$ cat src/dlwl_defines.vh
// Constants for the loop relock, clock change and write leveling block.
`ifndef DLWL_DEFINES_VH
`define DLWL_DEFINES_VH
`define DLWL_ADDR_CTRL     4'h0
`define DLWL_ADDR_MR       4'h4
`define DLWL_ADDR_STATUS   4'h8
`define DLWL_ADDR_LOCK     4'hC
`define DLWL_MR1_LOOP_BIT  0
`define DLWL_MR1_WL_BIT    7
`define DLWL_MR1_QOFF_BIT  12
`define DLWL_MR0_RST_BIT   8
`define DLWL_MR4_ABORT_BIT 9
`define DLWL_MR5_PL_MSB    2
`define DLWL_CLK_MHZ       25
`define DLWL_LOCK_NS       2000
`define DLWL_LOCK_CYC      16'h0032
`define DLWL_MR_RST        18'h00000
`endif

$ cat src/dlwl_top.v
// Loop relock, clock change and write leveling block with AXI4-Lite registers.
// Function
// - Device ignores its clock input while in self refresh.
// - New lock time before entry relocks on exit; after needs reset.
// - Strobe rise samples clock, value driven back on data pins.
// - Every data bit carries leveling feedback.
// - Upper lane reports upper strobe, lower lane lower strobe.
// - Device terminates strobe during leveling; controller terminates data.
// - Mode register 1 bit 7 enters and leaves write leveling.
// - Mode register 1 bit 0 low turns the loop off; a lock already counting still completes and sets loop_locked.
// - Abort bit abandons refresh on exit without counter advance.
//
// Local design decisions: the AXI4-Lite register port and the register addresses.
`timescale 1ns/1ps
`include "dlwl_defines.vh"
module dlwl_top (
  input  wire        clock,
  input  wire        nrst,
  input  wire [3:0]  s_axi_awaddr,
  input  wire        s_axi_awvalid,
  output reg         s_axi_awready,
  input  wire [31:0] s_axi_wdata,
  input  wire [3:0]  s_axi_wstrb,
  input  wire        s_axi_wvalid,
  output reg         s_axi_wready,
  output reg  [1:0]  s_axi_bresp,
  output reg         s_axi_bvalid,
  input  wire        s_axi_bready,
  input  wire [3:0]  s_axi_araddr,
  input  wire        s_axi_arvalid,
  output reg         s_axi_arready,
  output reg  [31:0] s_axi_rdata,
  output reg  [1:0]  s_axi_rresp,
  output reg         s_axi_rvalid,
  input  wire        s_axi_rready,
  input  wire        ck_in,
  input  wire        cke,
  input  wire        odt,
  input  wire        sr_enter,
  input  wire        sr_exit,
  input  wire        strobe_lower,
  input  wire        strobe_upper,
  output reg  [15:0] dq_out,
  output reg  [15:0] dq_oe,
  output reg         strobe_term_on,
  output reg         loop_locked,
  output reg         in_self_refresh,
  output reg         refresh_advance
);
  localparam ST_RUN  = 3'b001;
  localparam ST_SREF = 3'b010;
  localparam ST_LOCK = 3'b100;

  // Mode register image: [0] loop enable, [7] leveling, [8] loop reset, [9] abort.
  reg [17:0] mr_reg;
  reg [2:0]  state_reg;
  reg [15:0] lock_cnt_reg;
  reg [15:0] lock_cyc_reg;
  reg        lock_new_reg;
  reg        ck_hold_reg;
  reg        aw_seen_reg;
  reg        w_seen_reg;
  reg [3:0]  aw_addr_reg;
  reg [31:0] w_data_reg;
  wire [7:0] lane_lo_out;
  wire [7:0] lane_lo_oe;
  wire [7:0] lane_hi_out;
  wire [7:0] lane_hi_oe;
  wire       wr_go;
  wire       leveling;
  wire       ck_used;

  assign wr_go    = aw_seen_reg && w_seen_reg && !s_axi_bvalid;
  assign leveling = mr_reg[`DLWL_MR1_WL_BIT];
  assign ck_used  = (state_reg == ST_SREF) ? ck_hold_reg : ck_in;

  ////////////////////////////////////////////////////////////////////////////
  // Write channel.
  always @(posedge clock or negedge nrst) begin
    if (!nrst) begin
      s_axi_awready <= 1'b0;
      s_axi_wready  <= 1'b0;
      s_axi_bvalid  <= 1'b0;
      s_axi_bresp   <= 2'b00;
      aw_seen_reg   <= 1'b0;
      w_seen_reg    <= 1'b0;
      aw_addr_reg   <= 4'h0;
      w_data_reg    <= 32'h00000000;
    end else begin
      s_axi_awready <= !aw_seen_reg && !s_axi_awready && s_axi_awvalid;
      s_axi_wready  <= !w_seen_reg && !s_axi_wready && s_axi_wvalid;
      if (s_axi_awvalid && s_axi_awready) begin
        aw_seen_reg <= 1'b1;
        aw_addr_reg <= s_axi_awaddr;
      end
      if (s_axi_wvalid && s_axi_wready) begin
        w_seen_reg <= 1'b1;
        w_data_reg <= s_axi_wdata;
      end
      if (wr_go) begin
        s_axi_bvalid <= 1'b1;
        s_axi_bresp  <= (aw_addr_reg == `DLWL_ADDR_STATUS) ? 2'b10 : 2'b00;
        aw_seen_reg  <= 1'b0;
        w_seen_reg   <= 1'b0;
      end else if (s_axi_bvalid && s_axi_bready) begin
        s_axi_bvalid <= 1'b0;
      end
    end
  end

  ////////////////////////////////////////////////////////////////////////////
  // Read channel.
  always @(posedge clock or negedge nrst) begin
    if (!nrst) begin
      s_axi_arready <= 1'b0;
      s_axi_rvalid  <= 1'b0;
      s_axi_rdata   <= 32'h00000000;
      s_axi_rresp   <= 2'b00;
    end else begin
      s_axi_arready <= !s_axi_arready && !s_axi_rvalid && s_axi_arvalid;
      if (s_axi_arvalid && s_axi_arready) begin
        s_axi_rvalid <= 1'b1;
        s_axi_rresp  <= 2'b00;
        case (s_axi_araddr)
          `DLWL_ADDR_CTRL: begin
            s_axi_rdata <= {31'h00000000, leveling};
          end
          `DLWL_ADDR_MR: begin
            s_axi_rdata <= {14'h0000, mr_reg};
          end
          `DLWL_ADDR_STATUS: begin
            s_axi_rdata <= {26'h0000000, refresh_advance, lock_new_reg,
                            state_reg, loop_locked};
          end
          `DLWL_ADDR_LOCK: begin
            s_axi_rdata <= {16'h0000, lock_cyc_reg};
          end
          default: begin
            s_axi_rdata <= 32'h00000000;
            s_axi_rresp <= 2'b10;
          end
        endcase
      end else if (s_axi_rvalid && s_axi_rready) begin
        s_axi_rvalid <= 1'b0;
      end
    end
  end

  ////////////////////////////////////////////////////////////////////////////
  // Mode registers, self refresh and loop lock.
  always @(posedge clock or negedge nrst) begin
    if (!nrst) begin
      mr_reg          <= `DLWL_MR_RST;
      state_reg       <= ST_RUN;
      lock_cnt_reg    <= 16'h0000;
      lock_cyc_reg    <= `DLWL_LOCK_CYC;
      lock_new_reg    <= 1'b0;
      ck_hold_reg     <= 1'b0;
      loop_locked     <= 1'b0;
      in_self_refresh <= 1'b0;
      refresh_advance <= 1'b0;
    end else begin
      refresh_advance <= 1'b0;
      if (wr_go && aw_addr_reg == `DLWL_ADDR_MR) begin
        mr_reg <= w_data_reg[17:0];
        if (!w_data_reg[`DLWL_MR1_LOOP_BIT]) begin
          loop_locked <= 1'b0;
        end
      end
      if (wr_go && aw_addr_reg == `DLWL_ADDR_LOCK) begin
        lock_cyc_reg <= w_data_reg[15:0];
        // lock time before or after entry
        lock_new_reg <= (state_reg == ST_RUN);
      end
      case (state_reg)
        ST_RUN: begin
          if (sr_enter && !cke) begin
            ck_hold_reg     <= ck_in;
            state_reg       <= ST_SREF;
            in_self_refresh <= 1'b1;
          end else if (wr_go && aw_addr_reg == `DLWL_ADDR_MR &&
                       w_data_reg[`DLWL_MR0_RST_BIT] &&
                       w_data_reg[`DLWL_MR1_LOOP_BIT]) begin
            state_reg    <= ST_LOCK;
            lock_cnt_reg <= lock_cyc_reg;
            loop_locked  <= 1'b0;
          end
        end
        ST_SREF: begin
          if (sr_exit && cke) begin
            in_self_refresh <= 1'b0;
            refresh_advance <= !mr_reg[`DLWL_MR4_ABORT_BIT];
            if (lock_new_reg && mr_reg[`DLWL_MR1_LOOP_BIT]) begin
              state_reg    <= ST_LOCK;
              lock_cnt_reg <= lock_cyc_reg;
              loop_locked  <= 1'b0;
              lock_new_reg <= 1'b0;
            end else begin
              state_reg <= ST_RUN;
            end
          end
        end
        ST_LOCK: begin
          if (lock_cnt_reg <= 16'h0001) begin
            state_reg   <= ST_RUN;
            loop_locked <= 1'b1;
          end else begin
            lock_cnt_reg <= lock_cnt_reg - 16'h0001;
          end
        end
        default: begin
          state_reg <= ST_RUN;
        end
      endcase
    end
  end

  ////////////////////////////////////////////////////////////////////////////
  // Write leveling feedback and termination.
  always @(posedge clock or negedge nrst) begin
    if (!nrst) begin
      dq_out         <= 16'h0000;
      dq_oe          <= 16'h0000;
      strobe_term_on <= 1'b0;
    end else begin
      dq_out <= {lane_hi_out, lane_lo_out};
      dq_oe  <= {lane_hi_oe, lane_lo_oe};
      strobe_term_on <= leveling;
    end
  end

  dlwl_lane u_lane_lo (
    .clock       (clock),
    .nrst        (nrst),
    .lane_strobe (strobe_lower),
    .lane_ck     (ck_used),
    .lane_enable (leveling),
    .lane_dq_out (lane_lo_out),
    .lane_dq_oe  (lane_lo_oe)
  );

  dlwl_lane u_lane_hi (
    .clock       (clock),
    .nrst        (nrst),
    .lane_strobe (strobe_upper),
    .lane_ck     (ck_used),
    .lane_enable (leveling),
    .lane_dq_out (lane_hi_out),
    .lane_dq_oe  (lane_hi_oe)
  );
endmodule // dlwl_top

$ cat src/dlwl_lane.v
// One byte lane of write leveling feedback.
`timescale 1ns/1ps
module dlwl_lane (
  input  wire       clock,
  input  wire       nrst,
  input  wire       lane_strobe,
  input  wire       lane_ck,
  input  wire       lane_enable,
  output reg  [7:0] lane_dq_out,
  output reg  [7:0] lane_dq_oe
);
  reg strobe_d_reg;

  always @(posedge clock or negedge nrst) begin
    if (!nrst) begin
      strobe_d_reg <= 1'b0;
      lane_dq_out  <= 8'h00;
      lane_dq_oe   <= 8'h00;
    end else begin
      strobe_d_reg <= lane_strobe;
      lane_dq_oe   <= {8{lane_enable}};
      if (lane_enable && lane_strobe && !strobe_d_reg) begin
        lane_dq_out <= {8{lane_ck}};
      end else if (!lane_enable) begin
        lane_dq_out <= 8'h00;
      end
    end
  end
endmodule // dlwl_lane

$ cat config.mk
export PLATFORM = sky130hd
export DESIGN_NAME = dlwl_top
export DESIGN_NICKNAME = d
export VERILOG_FILES = /design/src/dlwl_top.v /design/src/dlwl_lane.v
export VERILOG_INCLUDE_DIRS = /design/src /design/src/src
export SDC_FILE = /design/constraint.sdc
export NUM_CORES = 1
export LEC_CHECK = 0
export BUFFER_PORTS_ARGS = -buffer_cell sky130_fd_sc_hd__clkbuf_2
export CORE_MARGIN = 2
export CORE_UTILIZATION = 58
export DETAILED_ROUTE_END_ITERATION = 10
export PLACE_DENSITY = 0.92
export SKIP_CTS_REPAIR_TIMING = 1
export SYNTH_ARGS = -nofsm -noshare
export SYNTH_HDL_FRONTEND = slang
export SYNTH_SLANG_ARGS = --single-unit
$ cat constraint.sdc
create_clock -name clock -period 4 [get_ports clock]
set_clock_uncertainty 0.15 [all_clocks]
set_input_delay 0.6 -clock clock [delete_from_list [all_inputs] [get_ports clock]]
set_output_delay 0.6 -clock clock [all_outputs]
set_load 0.01 [all_outputs]
==> out/metrics.cfg, run 1 <==
[cts]
cts_tree = done
cts_inserted_buffers = 17
cts_buffer_depth = 2
cts_sinks = 115
clkTransAtPathRegs_ns = 0.06
ctsRootBufferMaster = clkbuf_8
cts-htree-levels = 4
clk_latency_ns = 0.52

[drt]
viasPerCell = 6.069
drt_iter0_drc = 283
drt_pass1_iterations = 5
drtAntennaViolNets = 0
wl_um = 13570
wl_met3_um = 929
wire_per_inst_um = 19.38
num_vias = 4248
routed.top_layer = met5
dr_wl_met2_um = 6831
wl_met1_um = 5438
drc = 0

[pwr]
p_leak_nw = 3.092
power_density_nw_per_um2 = 623.0
max-vdd-ir-drop_mv = 0.4206

[worst_setup_path]
cp_slowest_cell = nor3b_1
crit_required_ns = 4.26
crit_path_end_kind = flop
crit_path_start_kind = flop
critPathKind = flop to flop
path_cells = inv_1, ha_1, nor3b_1, nand4_1, a221oi_1, o21ai_0, a22oi_1
r2r_start = lock_cnt_reg[0]$_DFFE_PN0P_
max_stage_delay_ns = 0.81
cp.arrival_ns = 2.97
crit_start = lock_cnt_reg[0]$_DFFE_PN0P_
cp_max_fo = 8

[sta]
period_share_pct = 67.89
hold_viol = 0
rsz0062_at_grt = no
whs_ns = 0.006019
totalNegativeSetupSlack_ns = 0
finalSetupViolCount = 0
fin_crit_ns = 2.716
tightestPinTransition_ns = 1.060
fmax_ghz = 0.3682
slew_headroom_pct = 29.17
drv_slew = 0

[global_routing]
grt_max_degree = 66
grt_pass1_vias = 4304
antenna_found_initial = 0
grt_pass1_wl_um = 21830
grt_usage_pct = 27.76
overflow = 0

[logic_synthesis]
syn_area_per_cell_um2 = 11.42
syn_inst = 490
synth.cell_area_um2 = 5594
yosysWarnings = 0
synth_seq_area_share_pct = 51.53
async_reset_ff_share_pct = 100.0
synthFlopType = dfrtp_1
synth-edff-count = 0
synth_cell_types = 61
synth_seq_cells = 115

[place]
dp_hpwl_um = 8919
port_buffers = 99
gp_congestion = 0.8988

[layout]
drive_above_1_share_pct = 37.30
layout_commonest_cell = dfrtp_1
diodes = 0
post-route-util_pct = 69.87
layout.nets = 619
layout.cells.most_common_list = dfrtp_1, clkbuf_2, mux2_2
syn_to_final_growth_pct = 15.95

[run_status]
status = complete, no violations

[floorplanning]
num_io_pins = 135
fp.dieW_um = 102.2
start_util_pct = 60.26
die_area_um2 = 10450
die_y_um = 102.2
core_um2 = 9284
rows = 35

[run]
maxCapViolations = 0

[worst_hold_path]
hp-class = input pin to async pin

metrics by stage:
step	area [um2]	setup WS, ns	std cells	total power, mW
2_1_floorplan	5650	1.758	505	2.282
3_3_place_gp	5887	1.386	669	2.440
3_5_place_dp	5887	1.381	669	2.506
4_1_cts	6486	1.334	700	4.046
5_1_grt	6486	1.071	700	4.220
6_report	6486	1.284	700	4.041
cells by family (layout without fill, tap and decap cells):
group / after synthesis / count (layout) / synth area share, %
flops: 115 / 115 / 51.53
other cells: 1 / 16 / 0.06703
fa+ha+maj: 2 / 2 / 0.4473
compound gates: 110 / 110 / 13.71
simple gates: 110 / 110 / 10.71
buf+inv: 79 / 145 / 8.902
mux: 73 / 73 / 14.63
critical path, delay by kind of cell, from the launching register on:
kind	cells	cell delay, ns
simple gates	2	1.00
fa+ha+maj	1	0.21
buf+inv	1	0.11
flops	1	0.42
compound gates	3	0.72
path summary, 6_finish.rpt:
check	to	slack, ns	cells past startpoint
setup / recovery	lock_cnt_reg[12]$_DFFE_PN0P_	1.28	7
hold / removal	aw_addr_reg[3]$_DFFE_PN0P_	0.006	1
setup reg to reg	lock_cnt_reg[12]$_DFFE_PN0P_	1.28	7
hold reg to reg	dq_oe[0]$_DFF_PN0_	0.22	0
max in group asynchronous	lock_cyc_reg[5]$_DFFE_PN1P_	2.76	2
min in group clock	u_lane_hi.strobe_d_reg$_DFF_PN0_	0.06	1
layout make-up:
| type | count | area (um2) |
|---|---|---|
| flip-flops and latches | 115 | 2883 |
| clock inverters | 12 | 157.7 |
| repair buffers | 102 | 520.5 |
| inverters | 12 | 47.55 |
| fillers | 643 | 2798 |
| multi-input cells | 311 | 2275 |
| clock buffers | 19 | 441.7 |
| well taps | 129 | 161.4 |
where the power goes:
part	switching, mW	internal [mW]
logic	0.332	0.382
registers	0.297	1.50
clock network	0.549	0.979
total	1.18	2.86
per-layer routing:
layer	GRT usage, %	up-vias
met1	34.39	2121
li1	-	1866
met3	6.156	30
met5	0	-
met2	46.51	229
met4	13.13	2
synth_stat cells, types with 2 or more instances:
cell type / count / area share (%)
a211o_1: 2 / 0.31
a211oi_1: 4 / 0.54
a21oi_1: 15 / 1.3
a221oi_1: 4 / 0.63
a22o_1: 5 / 0.78
a22oi_1: 8 / 1.1
a2bb2oi_1: 3 / 0.47
a31oi_1: 5 / 0.56
a32o_1: 2 / 0.36
buf_4: 45 / 6.0
buf_6: 4 / 0.81
clkbuf_1: 18 / 1.2
dfrtp_1: 111 / 50
dfstp_2: 4 / 1.9
ha_1: 2 / 0.45
inv_1: 11 / 0.74
mux2_2: 60 / 12
mux2i_1: 12 / 2.1
nand2_1: 40 / 2.7
nand3_1: 7 / 0.63
nand3b_1: 2 / 0.27
nand4_1: 2 / 0.22
nor2_1: 15 / 1.0
nor2b_1: 7 / 0.78
nor3_1: 3 / 0.27
nor3b_1: 10 / 1.3
nor4_1: 6 / 0.67
o211a_1: 3 / 0.54
o211ai_1: 2 / 0.27
o21ai_0: 27 / 2.4
o221ai_1: 3 / 0.47
o22ai_1: 5 / 0.56
o31ai_1: 13 / 1.7
or3_1: 2 / 0.22
or4_2: 2 / 0.31
Power figures use the tool's default switching activity.
==> run 2: changes to the inputs <==
--- a/config.mk
+++ b/config.mk
@@ -8,9 +8,9 @@
 export LEC_CHECK = 0
 export BUFFER_PORTS_ARGS = -buffer_cell sky130_fd_sc_hd__clkbuf_2
 export CORE_MARGIN = 2
-export CORE_UTILIZATION = 58
+export CORE_UTILIZATION = 49
 export DETAILED_ROUTE_END_ITERATION = 10
-export PLACE_DENSITY = 0.92
+export PLACE_DENSITY = 0.83
 export SKIP_CTS_REPAIR_TIMING = 1
 export SYNTH_ARGS = -nofsm -noshare
 export SYNTH_HDL_FRONTEND = slang
==> constraint.sdc (replaced) <==
create_clock -name clock -period 2.4 [get_ports clock]
set_clock_uncertainty 0.15 [all_clocks]
set_input_delay 0.36 -clock clock [delete_from_list [all_inputs] [get_ports clock]]
set_output_delay 0.36 -clock clock [all_outputs]
set_load 0.01 [all_outputs]
==> out/metrics.cfg, run 2 (same netlist as run 1, synthesis figures left out) <==
[layout]
multi_input_area_um2 = 2292  ; was 2275 um2
syn_to_final_growth_pct = 20.49  ; was 15.95%
num-fill-cells = 898  ; was 643
layout.cells.most_common_list = dfrtp_1, clkbuf_2, mux2_2  ; unchanged
layout_commonest_cell = dfrtp_1  ; unchanged
regArea_um2 = 2883  ; unchanged
drive_above_1_share_pct = 39.63  ; was 37.30%
layout.nets = 646  ; was 619
diodes = 0  ; unchanged

[worst_setup_path]
path_cells = or4_2, nor4_2, o221ai_1, a21oi_1, o22a_2  ; was inv_1, ha_1, nor3b_1, nand4_1, a221oi_1, o21ai_0, a22oi_1
cp_max_fo = 8  ; unchanged
cp_slowest_cell = or4_2  ; was nor3b_1
max_stage_delay_ns = 0.78  ; was 0.81 ns
crit_required_ns = 2.60  ; was 4.26 ns
critPathKind = flop to flop  ; unchanged
cp_top_family = simple AND/OR/NAND/NOR gates  ; unchanged
cp.arrival_ns = 2.49  ; was 2.97 ns
crit_path_start_kind = flop  ; unchanged
cp_num_buf_inv = 0  ; was 1
crit_path_end_kind = flop  ; unchanged

[place]
post-place-ws_ns = 0.07617  ; was 1.381 ns
port_buffers = 99  ; unchanged
gp_congestion = 0.9339  ; was 0.8988
dp_hpwl_um = 9300  ; was 8919 um

[global_routing]
antenna_found_initial = 0  ; unchanged
overflow = 0  ; unchanged
grt_usage_pct = 22.67  ; was 27.76%
grt_pass1_vias = 4370  ; was 4304
grt_max_degree = 116  ; was 66
grt_pass1_wl_um = 21880  ; was 21830 um

[drt]
num_vias = 4228  ; was 4248
drtAntennaViolNets = 0  ; unchanged
viasPerCell = 5.706  ; was 6.069
wire_per_inst_um = 17.96  ; was 19.38 um
wl_um = 13310  ; was 13570 um
drt_iter0_drc = 225  ; was 283
drc = 0  ; unchanged
drt_pass1_iterations = 5  ; unchanged

[floorplanning]
fp.dieW_um = 110.9  ; was 102.2 um
start_util_pct = 49.63  ; was 60.26%
die_area_um2 = 12290  ; was 10450 um2
num_io_pins = 135  ; unchanged
rows = 39  ; was 35
core_um2 = 11270  ; was 9284 um2
die_y_um = 110.9  ; was 102.2 um

[sta]
fin_crit_ns = 2.292  ; was 2.716 ns
drv_slew = 0  ; unchanged
fmax_ghz = 0.4363  ; was 0.3682 GHz
slew_headroom_pct = 55.69  ; was 29.17%
totalNegativeSetupSlack_ns = 0  ; unchanged
fin_ws_ns = 0.1079  ; was 1.284 ns
hold_viol = 0  ; unchanged
period_share_pct = 95.51  ; was 67.89%
tightestPinTransition_ns = 0.6647  ; was 1.060 ns
finalSetupViolCount = 0  ; unchanged
rsz0062_at_grt = no  ; unchanged

[cts]
cts_sinks = 115  ; unchanged
cts_buffer_depth = 2  ; unchanged
cts_inserted_buffers = 17  ; unchanged
ctsRootBufferMaster = clkbuf_16  ; was clkbuf_8
cts-htree-levels = 4  ; unchanged
clkTransAtPathRegs_ns = 0.05  ; was 0.06 ns
cts_tree = done  ; unchanged
clk_latency_ns = 0.41  ; was 0.52 ns

[pwr]
p_leak_nw = 3.225  ; was 3.092 nW
max-vdd-ir-drop_mv = 0.7218  ; was 0.4206 mV
power_density_nw_per_um2 = 998.5  ; was 623.0 nW/um2

[run]
maxCapViolations = 0  ; unchanged

[run_status]
status = complete, no violations  ; unchanged

[worst_hold_path]
hp-class = input pin to flop  ; was input pin to async pin

## run 2: cell count changes in the layout (fill, tap and decap cells not counted), sizes merged
cell	change
dlygate4sd3	+4
buf	+23
clkbuf	+2
clkinv	-2
## run 2: layout make-up
| cell class | count | area share, % |
|---|---|---|
| Tap cell | 143 | 2.655 |
| Clock inverter | 10 | 1.968 |
| Inverter | 12 | 0.7054 |
| Clock buffer | 21 | 6.831 |
| Multi-Input combinational cell | 311 | 34.01 |
| Sequential cell | 115 | 42.77 |
| Timing Repair Buffer | 129 | 11.06 |
## run 2: where the power goes
group / switching, mW / internal [mW]
Clock: 0.857 / 1.67
Sequential: 0.507 / 2.51
Combinational: 0.537 / 0.653
## run 2: worst paths after layout
| kind | from | to | slack (ns) | cells past startpoint |
|---|---|---|---|---|
| max reg2reg | lock_cnt_reg[6]$_DFFE_PN0P_ | lock_cnt_reg[13]$_DFFE_PN0P_ | 0.11 | 5 |
| min in group asynchronous | nrst | aw_addr_reg[0]$_DFFE_PN0P_ | 0.35 | 3 |
| max | lock_cnt_reg[6]$_DFFE_PN0P_ | lock_cnt_reg[13]$_DFFE_PN0P_ | 0.11 | 5 |
| min reg2reg | u_lane_lo.lane_dq_out[6]$_DFFE_PN0P_ | dq_out[7]$_DFF_PN0_ | 0.23 | 0 |
| max in group asynchronous | nrst | state_reg[2]$_DFFE_PN0P_ | 1.18 | 3 |
| min | s_axi_rready | s_axi_rvalid$_DFFE_PN0P_ | 0.02 | 2 |
## run 2: worst reg2reg max path, delay by kind of cell (launching register included)
family / cells / cell delay (ns)
AND/OR/NAND/NOR: 2 / 1.13
AO/OA/AOI/OAI: 3 / 0.49
flip-flops: 1 / 0.46
## run 2: through the flow
stage	total power [mW]	cell area (um2)	util, %	hold slack (ns)	std cells
3_5_place_dp	4.217	6090	54.02	0.2214	706
2_1_floorplan	3.804	5650	-	-0.08559	505
6_report	6.730	6740	59.80	0.02278	741
3_3_place_gp	4.098	6090	54.02	0.2090	706
4_1_cts	6.763	6683	59.29	-0.09781	737
5_1_grt	7.038	6740	59.80	0.02948	741
## run 2: layer usage
metal | share of wire (%) | GRT usage [%]
met1 | 42 | 28.44
met2 | 50 | 37.01
met3 | 6.5 | 6.069
met4 | 2.0 | 10.00
met5 | 0 | 0
==> run 3: changes to the inputs <==
--- a/config.mk
+++ b/config.mk
@@ -6,11 +6,12 @@
 export SDC_FILE = /design/constraint.sdc
 export NUM_CORES = 1
 export LEC_CHECK = 0
+export ABC_AREA = 0
 export BUFFER_PORTS_ARGS = -buffer_cell sky130_fd_sc_hd__clkbuf_2
 export CORE_MARGIN = 2
-export CORE_UTILIZATION = 49
+export CORE_UTILIZATION = 34
 export DETAILED_ROUTE_END_ITERATION = 10
-export PLACE_DENSITY = 0.83
+export PLACE_DENSITY = 0.63
 export SKIP_CTS_REPAIR_TIMING = 1
 export SYNTH_ARGS = -nofsm -noshare
 export SYNTH_HDL_FRONTEND = slang
==> out/metrics.cfg, run 3 (same netlist as run 1, synthesis figures left out) <==
[global_routing]
grt_pass1_wl_um = 21460  ; was 21880 um
antenna_found_initial = 0  ; unchanged
overflow = 0  ; unchanged
grt_usage_pct = 15.45  ; was 22.67%
grt_max_degree = 40  ; was 116
grt_pass1_vias = 4099  ; was 4370

[floorplanning]
fp.dieW_um = 132.3  ; was 110.9 um
die_area_um2 = 17500  ; was 12290 um2
start_util_pct = 34.96  ; was 49.63%
die_y_um = 132.3  ; was 110.9 um
rows = 46  ; was 39
core_um2 = 16000  ; was 11270 um2
num_io_pins = 135  ; unchanged

[layout]
layout.nets = 652  ; was 646
layout_commonest_cell = dfrtp_1  ; unchanged
num-fill-cells = 1500  ; was 898
layout.cells.most_common_list = dfrtp_1, clkbuf_2, mux2_2  ; unchanged
diodes = 0  ; unchanged
post-route-util_pct = 43.27  ; was 59.80%
drive_above_1_share_pct = 39.67  ; was 39.63%
syn_to_final_growth_pct = 23.75  ; was 20.49%

[cts]
cts_buffer_depth = 2  ; unchanged
cts_inserted_buffers = 17  ; unchanged
clkTransAtPathRegs_ns = 0.05  ; about the same
ctsRootBufferMaster = clkbuf_16  ; unchanged
clk_latency_ns = 0.40  ; was 0.41 ns
cts-htree-levels = 4  ; unchanged
cts_sinks = 115  ; unchanged
cts_tree = done  ; unchanged

[pwr]
p_comb_share_pct = 17.2  ; was 17.7%
p_clk_share_pct = 39.7  ; was 37.6%
power_density_nw_per_um2 = 1000  ; was 998.5 nW/um2
p_total_mw = 6.924  ; was 6.730 mW
p_leak_nw = 3.273  ; was 3.225 nW
intPower_mw = 5.062  ; was 4.830 mW
p_seq_share_pct = 43.1  ; was 44.8%
switchingPower_mw = 1.862  ; was 1.901 mW
max-vdd-ir-drop_mv = 0.7004  ; was 0.7218 mV
swShare_pct = 26.90  ; was 28.24%

[sta]
period_share_pct = 96.18  ; was 95.51%
fin_ws_ns = 0.09165  ; was 0.1079 ns
slew_headroom_pct = 63.88  ; was 55.69%
hold_viol = 0  ; unchanged
fmax_ghz = 0.4332  ; was 0.4363 GHz
finalSetupViolCount = 0  ; unchanged
drv_slew = 0  ; unchanged
rsz0062_at_grt = no  ; unchanged
totalNegativeSetupSlack_ns = 0  ; unchanged
tightestPinTransition_ns = 0.5418  ; was 0.6647 ns
fin_crit_ns = 2.308  ; was 2.292 ns
whs_ns = 0.009337  ; was 0.02278 ns

[worst_setup_path]
cp_max_fo = 5  ; was 8
cp_slowest_cell = or4_2  ; unchanged
cp.arrival_ns = 2.50  ; was 2.49 ns
crit_path_start_kind = flop  ; unchanged
crit_required_ns = 2.59  ; was 2.60 ns
max_stage_delay_ns = 0.76  ; was 0.78 ns
path_cells = or4_2, nor4_1, o221ai_1, a21oi_1, o22a_1  ; was or4_2, nor4_2, o221ai_1, a21oi_1, o22a_2
crit_path_end_kind = flop  ; unchanged
critPathKind = flop to flop  ; unchanged

[worst_hold_path]
hp-class = input pin to flop  ; unchanged

[drt]
drtAntennaViolNets = 0  ; unchanged
drc = 0  ; unchanged
wl_um = 13240  ; was 13310 um
viasPerCell = 5.076  ; was 5.706
drt_iter0_drc = 257  ; was 225
wire_per_inst_um = 16.13  ; was 17.96 um
drt_pass1_iterations = 4  ; was 5
num_vias = 4167  ; was 4228

[place]
dp_hpwl_um = 9512  ; was 9300 um
post-place-ws_ns = 0.1021  ; was 0.07617 ns
gp_congestion = 0.8782  ; was 0.9339
port_buffers = 99  ; unchanged

[run]
maxCapViolations = 0  ; unchanged

[run_status]
status = complete, no violations  ; unchanged

-- run 3: changes by cell type in the layout (fill, tap and decap cells not counted), sizes merged --
cell,delta
clkinvlp,-1
clkinv,-3
buf,+6
bufinv,+2
clkbuf,+3
-- run 3: final timing paths --
check	startpoint	to	slack (ns)	cells after the start
worst max-delay path	lock_cnt_reg[6]$_DFFE_PN0P_	lock_cnt_reg[11]$_DFFE_PN0P_	0.09	5
worst min-delay path	s_axi_rready	s_axi_rvalid$_DFFE_PN0P_	0.009	2
worst max register to register	lock_cnt_reg[6]$_DFFE_PN0P_	lock_cnt_reg[11]$_DFFE_PN0P_	0.09	5
worst min register to register	u_lane_hi.lane_dq_oe[0]$_DFF_PN0_	dq_oe[0]$_DFF_PN0_	0.22	0
max in group asynchronous	nrst	s_axi_rdata[14]$_DFFE_PN0P_	1.07	3
min in group asynchronous	nrst	s_axi_rdata[2]$_DFFE_PN0P_	0.33	2
-- run 3: area by class of cell --
cell class | instances | area [um2] | share of cell area, %
well taps | 216 | 270.3 | 3.904
flip-flops and latches | 115 | 2883 | 41.64
inverters | 12 | 47.55 | 0.6868
repair buffers | 135 | 790.8 | 11.42
clock buffers | 24 | 471.7 | 6.814
clock inverters | 8 | 173.9 | 2.512
multi-input cells | 311 | 2286 | 33.02
-- run 3: worst max-delay path: cells and delay by family (launching register included) --
kind / cells / cell delay, ns
flops: 1 / 0.45
simple gates: 2 / 1.17
compound gates: 3 / 0.48
-- run 3: power groups by stage --
| stage | sequential (mW) | clock (mW) | combinational, mW |
|---|---|---|---|
| floorplan | 2.86 | 0 | 0.941 |
| global placement | 2.96 | 0 | 1.17 |
| detailed placement | 3.00 | 0 | 1.20 |
| CTS | 2.98 | 2.79 | 1.21 |
| global route | 3.06 | 2.90 | 1.31 |
| finish | 2.98 | 2.75 | 1.19 |
-- run 3: metrics by stage --
step,cell area [um2],instances
floorplan,5650,505
global placement,6226,785
detailed placement,6226,785
CTS,6872,817
global route,6923,821
finish,6923,821
-- run 3: layer usage --
layer  global-route usage [%]  wire length, um
met5                        0                0
met4                    5.018              139
met3                    4.729              923
met2                    23.87             6063
met1                    20.80             6118
